==> src/dis_regs.svh <==
/*
  Constants of the debounced input serializer: frame layout,
  debounce timing and register offsets.
  Assumes inclusion by bare name from the package; the design module uses its macros without including it.
*/
// Operation
// [RULE_01] a new field level is accepted only after staying stable the whole interval
// [RULE_02] filter selects: both open 3 ms, low grounded 1 ms, high grounded bypass
// [RULE_03] while capture strobe low, register continuously takes debounced states and flags
// [RULE_04] capture strobe high blocks parallel capture; contents held apart from shifting
// [RULE_05] shift one place per rising serial clock while strobe high and gate low
// [RULE_06] strobe high and gate high: clock edges change neither register nor output
// [RULE_07] each shift moves stages toward output; serial input enters first stage
// [RULE_08] frame of eleven: parity, undervoltage, overtemp, channels 0 to 7, seven last
// [RULE_09] after eleven enabled shifts the frame is gone; serial input data follows
// [RULE_10] parity is recomputed whenever a channel, undervoltage or overtemp status changes
// [RULE_11] temperature at first trip drives the low-active overtemp output low
// [RULE_12] temperature past second trip puts every device output in high impedance; code floats only serial out and overtemp flag, not REG_RDATA_O or IRQ_O
// [RULE_13] while tri-stated by heat, a pull-down holds the overtemp output low
// [RULE_14] cascading wires serial output to next serial input, sharing strobe, gate, clock
// [RULE_15] paralleled field inputs are read by the controller as one channel of two bits
// [RULE_16] parity makes the count of ones over the eleven-bit frame odd
// [RULE_17] undervoltage and overtemp bits follow their monitors, sampled at each load
`ifndef DIS_REGS_SVH
`define DIS_REGS_SVH

`define DIS_FRAME_W 11
`define DIS_CHAN_N 8
`define DIS_POS_PARITY 10
`define DIS_POS_SUPPLY 9
`define DIS_POS_OVERTEMP 8

`define DIS_CLK_MHZ 250
`define DIS_DB_LONG_MS 3
`define DIS_DB_SHORT_MS 1
`define DIS_DB_LONG_CYC (`DIS_DB_LONG_MS * 1000 * `DIS_CLK_MHZ)
`define DIS_DB_SHORT_CYC (`DIS_DB_SHORT_MS * 1000 * `DIS_CLK_MHZ)

`define DIS_REG_STATUS 4'h0
`define DIS_REG_MASK 4'h4
`define DIS_REG_STATE 4'h8
`define DIS_MASK_RST 8'h00

`endif

==> src/dis_debounce.sv <==
/*
  Holds no logic: the per-channel debounce filter is a generate loop in dis_top.
  Assumes nothing of its surroundings.
*/

==> src/dis_pkg.sv <==
/*
  Types of the debounced input serializer.
  Assumes dis_regs.svh is reachable by bare name.
*/
`include "dis_regs.svh"
package dis_pkg;
  typedef logic [`DIS_FRAME_W-1:0] dis_frame_t;
  typedef logic [`DIS_CHAN_N-1:0] dis_chan_t;
  typedef enum logic [1:0]
  {
    DIS_DB_BYPASS = 2'h0,
    DIS_DB_SHORT = 2'h1,
    DIS_DB_LONG = 2'h2,
    DIS_DB_RSVD = 2'h3
  } dis_db_mode_t;
  typedef struct packed
  {
    logic capture_strobe_n;
    logic shift_gate_n;
    logic serial_clk;
    logic serial_shift_in;
  } dis_link_t;
  typedef struct packed
  {
    logic [3:0] addr;
    logic [7:0] wdata;
    logic wr;
    logic rd;
  } dis_bus_t;
endpackage

==> src/dis_top.sv <==
/*
  Debounced input serializer: eight filtered field inputs and two monitor
  flags form an eleven-bit odd-parity frame in a shift register, read by an
  external controller over strobe, gate and serial clock pins.
  Assumes link, field and monitor pins asynchronous to REF_CLK_I, the register bus synchronous; the serial clock
  must be well below a quarter of REF_CLK_I.
*/
module dis_top
  import dis_pkg::*;
#(
  parameter int DB_LONG_CYC = `DIS_DB_LONG_CYC,
  parameter int DB_SHORT_CYC = `DIS_DB_SHORT_CYC
)
(
  input wire logic REF_CLK_I,
  input wire logic SRST_I,
  input wire logic [7:0] FIELD_CHANNEL_INPUTS_I,
  input wire logic FILTER_SELECT_LOW_I,
  input wire logic FILTER_SELECT_HIGH_I,
  input wire logic SUPPLY_LOW_I,
  input wire logic TEMP_TRIP1_I,
  input wire logic TEMP_TRIP2_I,
  input wire logic CAPTURE_STROBE_N_I,
  input wire logic SHIFT_GATE_N_I,
  input wire logic SERIAL_CLK_I,
  input wire logic SERIAL_SHIFT_IN_I,
  output logic SERIAL_SHIFT_OUT_O,
  output logic SERIAL_SHIFT_OUT_OE_O,
  output logic OVERTEMP_FLAG_N_O,
  output logic OVERTEMP_FLAG_N_OE_O,
  input wire logic [3:0] REG_ADDR_I,
  input wire logic [7:0] REG_WDATA_I,
  input wire logic REG_WR_I,
  input wire logic REG_RD_I,
  output logic [7:0] REG_RDATA_O,
  output logic IRQ_O
);
  import dis_pkg::*;

  localparam int CNT_W = 20;

  // pin synchronisers; stage one is read by stage two only
  logic [14:0] pin_s1_r;
  logic [14:0] pin_s2_r;
  logic [14:0] pin_raw;
  dis_link_t link;
  dis_chan_t chan_sync;
  logic sclk_d_r;
  logic sclk_rise;

  assign pin_raw = {FIELD_CHANNEL_INPUTS_I, FILTER_SELECT_HIGH_I, FILTER_SELECT_LOW_I,
                    SUPPLY_LOW_I, CAPTURE_STROBE_N_I, SHIFT_GATE_N_I, SERIAL_CLK_I,
                    SERIAL_SHIFT_IN_I};

  always_ff @(posedge REF_CLK_I)
  begin
    if (SRST_I)
    begin
      pin_s1_r <= 15'h000F;
      pin_s2_r <= 15'h000F;
    end
    else
    begin
      pin_s1_r <= pin_raw;
      pin_s2_r <= pin_s1_r;
    end
  end

  assign chan_sync = pin_s2_r[14:7];
  assign link = pin_s2_r[3:0];

  always_ff @(posedge REF_CLK_I)
  begin
    if (SRST_I)
      sclk_d_r <= 1'b1;
    else
      sclk_d_r <= link.serial_clk;
  end

  assign sclk_rise = link.serial_clk && !sclk_d_r;

  // temperature trips synchronised separately, since they gate the pins
  logic [1:0] temp_s1_r;
  logic [1:0] temp_s2_r;
  always_ff @(posedge REF_CLK_I)
  begin
    if (SRST_I)
    begin
      temp_s1_r <= 2'h0;
      temp_s2_r <= 2'h0;
    end
    else
    begin
      temp_s1_r <= {TEMP_TRIP2_I, TEMP_TRIP1_I};
      temp_s2_r <= temp_s1_r;
    end
  end

  // filter select; an open pin reads high
  dis_db_mode_t db_mode;
  logic [CNT_W-1:0] db_limit;
  logic db_bypass;

  always_comb
  begin
    case (pin_s2_r[6:5]) // [RULE_02]
      2'h3: db_mode = DIS_DB_LONG;
      2'h2: db_mode = DIS_DB_SHORT;
      2'h1: db_mode = DIS_DB_BYPASS;
      default: db_mode = DIS_DB_RSVD;
    endcase
  end

  always_comb
  begin
    db_bypass = 1'b0;
    case (db_mode)
      DIS_DB_LONG: db_limit = CNT_W'(DB_LONG_CYC);
      DIS_DB_SHORT: db_limit = CNT_W'(DB_SHORT_CYC);
      DIS_DB_BYPASS:
      begin
        db_limit = CNT_W'(1);
        db_bypass = 1'b1;
      end
      // reserved code: treated as the longest filter, the safe side
      default: db_limit = CNT_W'(DB_LONG_CYC);
    endcase
  end

  // per-channel filter: a new level must hold for db_limit samples;
  // a shorter limit picked mid-count cuts the wait short, never stretches it
  dis_chan_t chan_clean;
  genvar gi;
  generate
    for (gi = 0; gi < `DIS_CHAN_N; gi++)
    begin : g_db
      logic [CNT_W-1:0] cnt_r;
      logic clean_r;

      always_ff @(posedge REF_CLK_I)
      begin
        if (SRST_I)
          cnt_r <= '0;
        else if (db_bypass || chan_sync[gi] == clean_r)
          cnt_r <= '0; // bounce back restarts the wait
        else if (cnt_r >= db_limit - 1'b1)
          cnt_r <= '0;
        else
          cnt_r <= cnt_r + 1'b1;
      end

      always_ff @(posedge REF_CLK_I)
      begin
        if (SRST_I)
          clean_r <= 1'b0;
        else if (db_bypass)
          clean_r <= chan_sync[gi];
        else if (chan_sync[gi] != clean_r && cnt_r >= db_limit - 1'b1)
          clean_r <= chan_sync[gi]; // [RULE_01]
      end

      assign chan_clean[gi] = clean_r;
    end
  endgenerate

  // parallel frame; parity follows every status change
  logic supply_low;
  logic overtemp;
  dis_frame_t frame_in;
  dis_chan_t chan_rev;

  assign supply_low = pin_s2_r[4]; // [RULE_17]
  assign overtemp = temp_s2_r[0]; // [RULE_17]

  always_comb
  begin
    for (int i = 0; i < `DIS_CHAN_N; i++)
      chan_rev[i] = chan_clean[`DIS_CHAN_N-1-i];
  end

  always_comb
  begin
    frame_in = '0;
    frame_in[`DIS_CHAN_N-1:0] = chan_rev; // [RULE_08]
    frame_in[`DIS_POS_OVERTEMP] = overtemp;
    frame_in[`DIS_POS_SUPPLY] = supply_low;
    frame_in[`DIS_POS_PARITY] = ~^{supply_low, overtemp, chan_clean}; // [RULE_10] [RULE_16]
  end

  // shift register; stage 0 is the first stage, MSB drives the output
  dis_frame_t shreg_r;
  always_ff @(posedge REF_CLK_I)
  begin
    if (SRST_I)
      shreg_r <= '0;
    else if (!link.capture_strobe_n)
      shreg_r <= frame_in; // [RULE_03]
    else if (sclk_rise && !link.shift_gate_n) // [RULE_04] [RULE_05] [RULE_06]
      shreg_r <= {shreg_r[`DIS_FRAME_W-2:0], link.serial_shift_in}; // [RULE_07] [RULE_09]
  end

  // output pins and thermal behaviour
  logic shutdown;
  assign shutdown = temp_s2_r[1] | temp_s2_r[0] & temp_s2_r[1];

  always_ff @(posedge REF_CLK_I)
  begin
    if (SRST_I)
      SERIAL_SHIFT_OUT_O <= 1'b0;
    else
      SERIAL_SHIFT_OUT_O <= shreg_r[`DIS_FRAME_W-1];
  end

  // past the second trip both pins float; the flag value then shows
  // the level that the internal pull-down gives the floating pin
  always_ff @(posedge REF_CLK_I)
  begin
    if (SRST_I)
    begin
      SERIAL_SHIFT_OUT_OE_O <= 1'b0;
      OVERTEMP_FLAG_N_O <= 1'b1;
      OVERTEMP_FLAG_N_OE_O <= 1'b0;
    end
    else
    begin
      SERIAL_SHIFT_OUT_OE_O <= !shutdown; // [RULE_12]
      OVERTEMP_FLAG_N_O <= shutdown ? 1'b0 : !overtemp; // [RULE_11] [RULE_13]
      OVERTEMP_FLAG_N_OE_O <= !shutdown; // [RULE_12]
    end
  end

  // interrupt status: bit0 supply low rise, bit1 overtemp rise,
  // bit2 shutdown rise, bit3 any clean channel change
  logic [3:0] ev;
  logic [3:0] evsrc_d_r;
  dis_chan_t chan_d_r;
  logic [7:0] irq_stat_r;
  logic [7:0] irq_mask_r;
  logic rd_stat;

  always_ff @(posedge REF_CLK_I)
  begin
    if (SRST_I)
    begin
      evsrc_d_r <= 4'h0;
      chan_d_r <= '0;
    end
    else
    begin
      evsrc_d_r <= {1'b0, shutdown, overtemp, supply_low};
      chan_d_r <= chan_clean;
    end
  end

  assign ev = {(chan_clean != chan_d_r), shutdown & ~evsrc_d_r[2],
               overtemp & ~evsrc_d_r[1], supply_low & ~evsrc_d_r[0]};
  assign rd_stat = REG_RD_I && REG_ADDR_I == `DIS_REG_STATUS;

  always_ff @(posedge REF_CLK_I)
  begin
    if (SRST_I)
      irq_stat_r <= 8'h00;
    else // set wins over the read-clear
      irq_stat_r <= (rd_stat ? 8'h00 : irq_stat_r) | {4'h0, ev};
  end

  always_ff @(posedge REF_CLK_I)
  begin
    if (SRST_I)
      irq_mask_r <= `DIS_MASK_RST;
    else if (REG_WR_I && REG_ADDR_I == `DIS_REG_MASK)
      irq_mask_r <= REG_WDATA_I;
  end

  always_ff @(posedge REF_CLK_I)
  begin
    if (SRST_I)
      REG_RDATA_O <= 8'h00;
    else if (REG_RD_I)
    begin
      case (REG_ADDR_I)
        `DIS_REG_STATUS: REG_RDATA_O <= irq_stat_r;
        `DIS_REG_MASK: REG_RDATA_O <= irq_mask_r;
        `DIS_REG_STATE: REG_RDATA_O <= chan_clean;
        default: REG_RDATA_O <= 8'h00;
      endcase
    end
    else
      REG_RDATA_O <= 8'h00;
  end

  assign IRQ_O = |(irq_stat_r & irq_mask_r);
endmodule

==> config.mk <==
export PLATFORM = sky130hd
export DESIGN_NAME = dis_top
export DESIGN_NICKNAME = d
export VERILOG_FILES = /design/src/dis_debounce.sv /design/src/dis_pkg.sv /design/src/dis_top.sv
export VERILOG_INCLUDE_DIRS = /design/src /design/src/src
export SDC_FILE = /design/constraint.sdc
export NUM_CORES = 1
export LEC_CHECK = 0
export BUFFER_PORTS_ARGS = -buffer_cell sky130_fd_sc_hd__buf_4
export CAP_MARGIN = 20
export CORE_ASPECT_RATIO = 1.25
export CORE_UTILIZATION = 35
export CTS_BUF_LIST = sky130_fd_sc_hd__clkbuf_16
export DETAILED_ROUTE_END_ITERATION = 8
export GPL_TIMING_DRIVEN = 0
export SYNTH_ARGS = -nofsm -noshare
export SYNTH_HDL_FRONTEND = slang
export SYNTH_SLANG_ARGS = --single-unit
==> constraint.sdc <==
create_clock -name REF_CLK_I -period 3.8 [get_ports REF_CLK_I]
set_input_delay 0.57 -clock REF_CLK_I [delete_from_list [all_inputs] [get_ports REF_CLK_I]]
set_output_delay 0.57 -clock REF_CLK_I [all_outputs]
set_load 0.05 [all_outputs]
Word-level counts from Yosys, hierarchy flattened
Cells that the tools add are included.

cells by class
  add/sub/neg operators = 9
  magnitude comparators = 8
  eq/ne operators = 24
  multiplexer cells = 24
  bitwise gates (word level) = 11
  reductions and logical operators = 45

operator list
  kind                                                 number
  adder 20 x 1 -> 20 bit (second input constant)       8
  >= comparator 20 bit                                 8
  case mux 20 bit (2 select lines)                     1
  case mux 8 bit (3 select lines)                      1
  OR reduction 3 bit                                   8
  2-to-1 mux 11 bit                                    2
  subtractor 20 x 1 -> 20 bit (second input constant)  1
  2-to-1 mux 1 bit                                     18
  nonzero test 2 bit                                   8
  logical AND 1 bit                                    12
  XNOR reduction 10 bit                                1
  bitwise AND 8 bit                                    1
  == test 1 bit                                        8
  logical OR 1 bit                                     8
  2-to-1 mux 8 bit                                     1
  inequality test 1 bit                                8
  inequality test 8 bit                                1
  bitwise OR 8 x 4 -> 8 bit                            1
  OR reduction 8 bit                                   1
  case mux 2 bit (3 select lines)                      1
  bitwise AND 1 bit                                    4
  == test 2 x 1 -> 1 bit (second input constant)       2
  == test 2 bit (second input constant)                2
  == test 4 x 3 -> 1 bit (second input constant)       1
  8 further kinds                                      14

storage, ports and cells
  flip-flop bits (word level) = 252
  output and inout port bits = 13
  word-level logic and storage cells = 151

Logic depth before layout (Yosys ltp)
  depth in word-level cells = 9
  mapped depth = 12

Worst setup path after synthesis
No wires, ideal clock.

  path kind = register to register
  from = register pin_s2_r[6]
  to = register g_db[4].cnt_r[11]
  arrival = 3.809 ns
  slack = -0.073 ns
  cell stages (with the launch flop) = 13
  buffers on the path = 2
  cell sequence = dfxtp_1 > inv_1 > ha_1 > clkbuf_1 > inv_1 > ha_1 > nand2b_4 > a2111o_1 > a31oi_1 > nor4_1 > or3_4 > buf_6 > nor2_1

between the ends
  word-level cells in the longest chain between the ends = 7

ends and longest elaborated chain
  item                                                       RTL line        RTL
  start: declaration                                         dis_top.sv:44   logic [14:0] pin_s2_r;
  start signal: assignment                                   dis_top.sv:65   pin_s2_r <= pin_s1_r;
  == test 2 x 1 -> 1 bit or == test 2 bit (tied branches)    dis_top.sv:106  case (pin_s2_r[6:5])
  case mux 2 bit (3 select lines) *                          dis_top.sv:106
  == test 2 x 1 -> 1 bit or zero test 2 bit (tied branches)  dis_top.sv:117  case (db_mode)
  case mux 20 bit (2 select lines)                           dis_top.sv:117
  subtractor 20 x 1 -> 20 bit                                dis_top.sv:146  else if (cnt_r >= db_limit - 1'b1)
  >= comparator 20 bit                                       dis_top.sv:146
  OR reduction 3 bit (no line) *                             -
  end signal: assignment                                     dis_top.sv:149  cnt_r <= cnt_r + 1'b1;
  end: declaration                                           dis_top.sv:137  logic [CNT_W-1:0] cnt_r;

Mark *: on every way between the ends. The rest lies on a longest branch, timed or not.
A chain may end at the register's enable or synchronous reset.

Worst setup path after layout
  from = register pin_s2_r[6]
  to = register g_db[4].clean_r

between the ends
  word-level cells in the longest chain between the ends = 8

ends and longest elaborated chain
  item                                                       RTL line        RTL
  == test 2 x 1 -> 1 bit or == test 2 bit (tied branches)    dis_top.sv:106
  case mux 2 bit (3 select lines) *                          dis_top.sv:106
  == test 2 x 1 -> 1 bit or zero test 2 bit (tied branches)  dis_top.sv:117
  case mux 20 bit (2 select lines)                           dis_top.sv:117
  subtractor 20 x 1 -> 20 bit                                dis_top.sv:158  else if (chan_sync[gi] != clean_r && cnt_r >= db_limit - 1'b1)
  >= comparator 20 bit                                       dis_top.sv:158
  logical AND 1 bit                                          dis_top.sv:158
  nonzero test 2 bit (no line)                               -
  end signal: assignment                                     dis_top.sv:157  clean_r <= chan_sync[gi];
  end signal: assignment                                     dis_top.sv:159  clean_r <= chan_sync[gi];
  end: declaration                                           dis_top.sv:138  logic clean_r;

Marks and branches as above.

==> flow_summary.toml <==
[critical_path]
rrSetupSlack_ns = 0.40
r2r_cells = 12
critPathLaunchType = "flip-flop"
reg2reg_to = "g_db[4].clean_r"
crit_required_ns = 4.23
path_class = "reg -> reg"
reg2reg_from = "pin_s2_r[6]"
crit_fanout = 41
end_kind = "flip-flop"
cp_data_arrival_time_ns = 3.83

[grt]
grt.total_usage = 0.145
grt_start_max_net_pins = 42
grt_pass1_wl_mm = 45.6
overflow = 0
antenna_found_initial = 0
grt_pass1_vias = 9607

[cts]
htree_levels = 1
cts-root-buf = "clkbuf_16"
cts_tree = "built"
cts.sinks = 248
clock_latency_ns = 0.55
clkTransAtPathRegs_ns = 0.07
cts_buffers = 26
clock_path_buffers = 3

[logic_synthesis]
synth_seq_cells = 248
synth.top_cells.by_count = "248 x dfxtp_1, 224 x nor2_1, 155 x ha_1"
synth.most_common_cell = "dfxtp_1"
yosysTopAreaCell = "dfxtp_1"
synth_area_leaders = "dfxtp_1 39%, ha_1 15%, nor2_1 6.6%"
synth_xor_area_frac = 0.113
synthMuxAreaShare = 0.0182
synthesis.area_mm2 = 0.0128
synthArstFlopShare = 0
netlist_instances = 1433
synth_top_family_by_area = "simple AND/OR/NAND/NOR gates"
synth_cell_types = 51
yosys.area_share.simple = 0.229
synth_edf_count = 0
avgSynthCellArea_um2 = 8.95
ys_seq_area_frac = 0.387
ys_warn_count = 0
synthAdderAreaFrac = 0.151
ys.flop_type = "dfxtp_1"
synth_compound_area_frac = 0.0756
synth_top_cell_area_share = 0.387

[drt]
drcViolationCount = 0
ant_nets = 0
vias_per_cell = 4.83
wl_mm = 26.8
vias = 9804
wl_per_cell_um = 13.2
drt_iter0_markers = 312
first_pass_iters = 4

[placement]
preCtsSetupSlack_ns = -0.579
place_area_mm2 = 0.0138
numPortBuffers = 42
place.gp.congestion = 0.815
hpwl_mm = 18.9

[timing]
fin_crit_ns = 3.40
fin_worst_skew_ns = 0.0169
rsz0062_at_grt = "false"
max_freq_mhz = 294
final-hold-violation-count = 0
drv_slew = 0
setup_viol = 0
finalCritPeriodShare = 0.895
max_slew_margin = 0.396
tightest_slew_ns = 0.903
setup_slack_ns = 0.397

[final_layout]
insertedDiodeCount = 0
area_growth_pct = 15.2
layout-drive-gt1-share = 0.0930
nNetsFinal = 1718
final_area_mm2 = 0.0148
final_util = 0.408

[power_and_ir_drop]
ir_drop_mv = 0.388
p_leak_nw = 5.88
p_per_area_mw_per_mm2 = 375

[worst_hold_path]
hold_path_startpoint = "SERIAL_SHIFT_IN_I"
hold_depth = 2
hold_end = "pin_s1_r[0]"
hp-class = "in -> reg"

[die]
die_h_um = 216
start_util = 0.354
io_pins = 46
die_w_um = 173
die_area_mm2 = 0.0374
core_mm2 = 0.0362
rows = 78

[outcome]
outcome = "finished, final reports clean"

[run]
drv_cap = 0
-- metal layers --
metal,vias to the layer above,wire (µm),GRT usage
li1,5121,-,-
met1,4509,12300,0.176
met2,135,13100,0.266
met3,39,837,0.0169
met4,0,588,0.0460
met5,-,0,0
-- registers in the layout, summed over array words and instances, names as in the netlist, 2 cells and up --
| register | count |
|---|---|
| chan_d_r | 8 |
| g_db.cnt_r | 160 |
| pin_s1_r | 15 |
| irq_mask_r | 8 |
| irq_stat_r | 4 |
| shreg_r | 11 |
| evsrc_d_r | 3 |
| pin_s2_r | 15 |
| REG_RDATA_O | 8 |
| g_db.clean_r | 8 |
| temp_s1_r | 2 |
| temp_s2_r | 2 |
-- cells by family after synthesis --
family | Yosys count
fa+ha+maj | 155
buf+inv | 76
other cells | 1
flops | 248
xor+xnor | 166
mux | 22
compound gates | 157
simple gates | 608
-- critical path: stages (launching register included) --
cell	delay (ns)
dfxtp_1	0.33
inv_1	0.09
ha_4	0.56
clkinvlp_4	0.21
buf_4	0.20
buf_4	0.14
ha_1	0.26
nand2b_4	0.14
a2111o_1	0.40
a31oi_1	0.18
nor4_1	0.12
nor3_1	0.24
mux2_2	0.37
-- per-stage QoR --
step / TNS (ns) / std cells / total power [mW] / hold WS (ns)
2_1_floorplan: 0 / 1456 / 2.88 / 0.389
3_3_place_gp: -145.57 / 1978 / 2.97 / 0.393
3_5_place_dp: -65.28 / 1978 / 2.97 / 0.393
4_1_cts: 0 / 2024 / 5.62 / 0.176
5_1_grt: 0 / 2028 / 5.76 / 0.185
6_report: 0 / 2028 / 5.54 / 0.202
-- timing repair --
item	4_1_cts	5_1_grt
gates resized for setup	1	1
pin swaps	0	0
setup endpoints to repair	168	18
buffers inserted	1	4
hold buffers	0	0
-- placed cells by master (no fill, tap or decap), types with 24 or more instances in the layout --
cell,Yosys,final
o21ai_0,29,29
conb_1,1,24
nand4_1,40,40
and3_1,26,26
nor2b_1,56,56
clkbuf_16,0,27
clkbuf_1,26,25
nor2_1,224,224
buf_4,1,47
dfxtp_1,248,248
xor2_1,96,96
a21oi_1,64,64
ha_1,155,154
nand2_1,86,85
xnor2_1,70,70
nand3_1,82,82
nor3_1,33,33
inv_1,30,28
-- cell type report --
| class | count | area, µm² |
|---|---|---|
| fill | 3485 | 21400 |
| multi-input combinational | 1132 | 7640 |
| sequential | 248 | 4960 |
| clock buffer | 27 | 676 |
| tap | 480 | 601 |
| timing repair buffer | 47 | 365 |
| buffer | 45 | 209 |
| clock inverter | 19 | 201 |
| inverter | 30 | 116 |
-- how the worst max path moves through the flow --
| stage | from | to | slack [ns] | cells past startpoint |
|---|---|---|---|---|
| floorplan | pin_s2_r[6] | g_db[4].cnt_r[11] | 0.47 | 12 |
| global placement | pin_s2_r[6] | g_db[0].cnt_r[16] | -1.07 | 12 |
| detailed placement | pin_s2_r[6] | g_db[0].cnt_r[14] | -0.58 | 12 |
| CTS | pin_s2_r[6] | g_db[0].cnt_r[5] | 0.17 | 11 |
| global route | pin_s2_r[5] | g_db[0].cnt_r[6] | 0.16 | 11 |
| finish | pin_s2_r[6] | g_db[4].clean_r | 0.40 | 12 |
-- report_power, final --
| part | total [mW] | switching (mW) | internal (mW) |
|---|---|---|---|
| sequential | 2.65 | 0.0171 | 2.63 |
| combinational | 0.268 | 0.159 | 0.109 |
| clock | 2.62 | 1.11 | 1.51 |
| total | 5.54 | 1.29 | 4.25 |
Note: power is estimated with default switching activity, not from simulation.
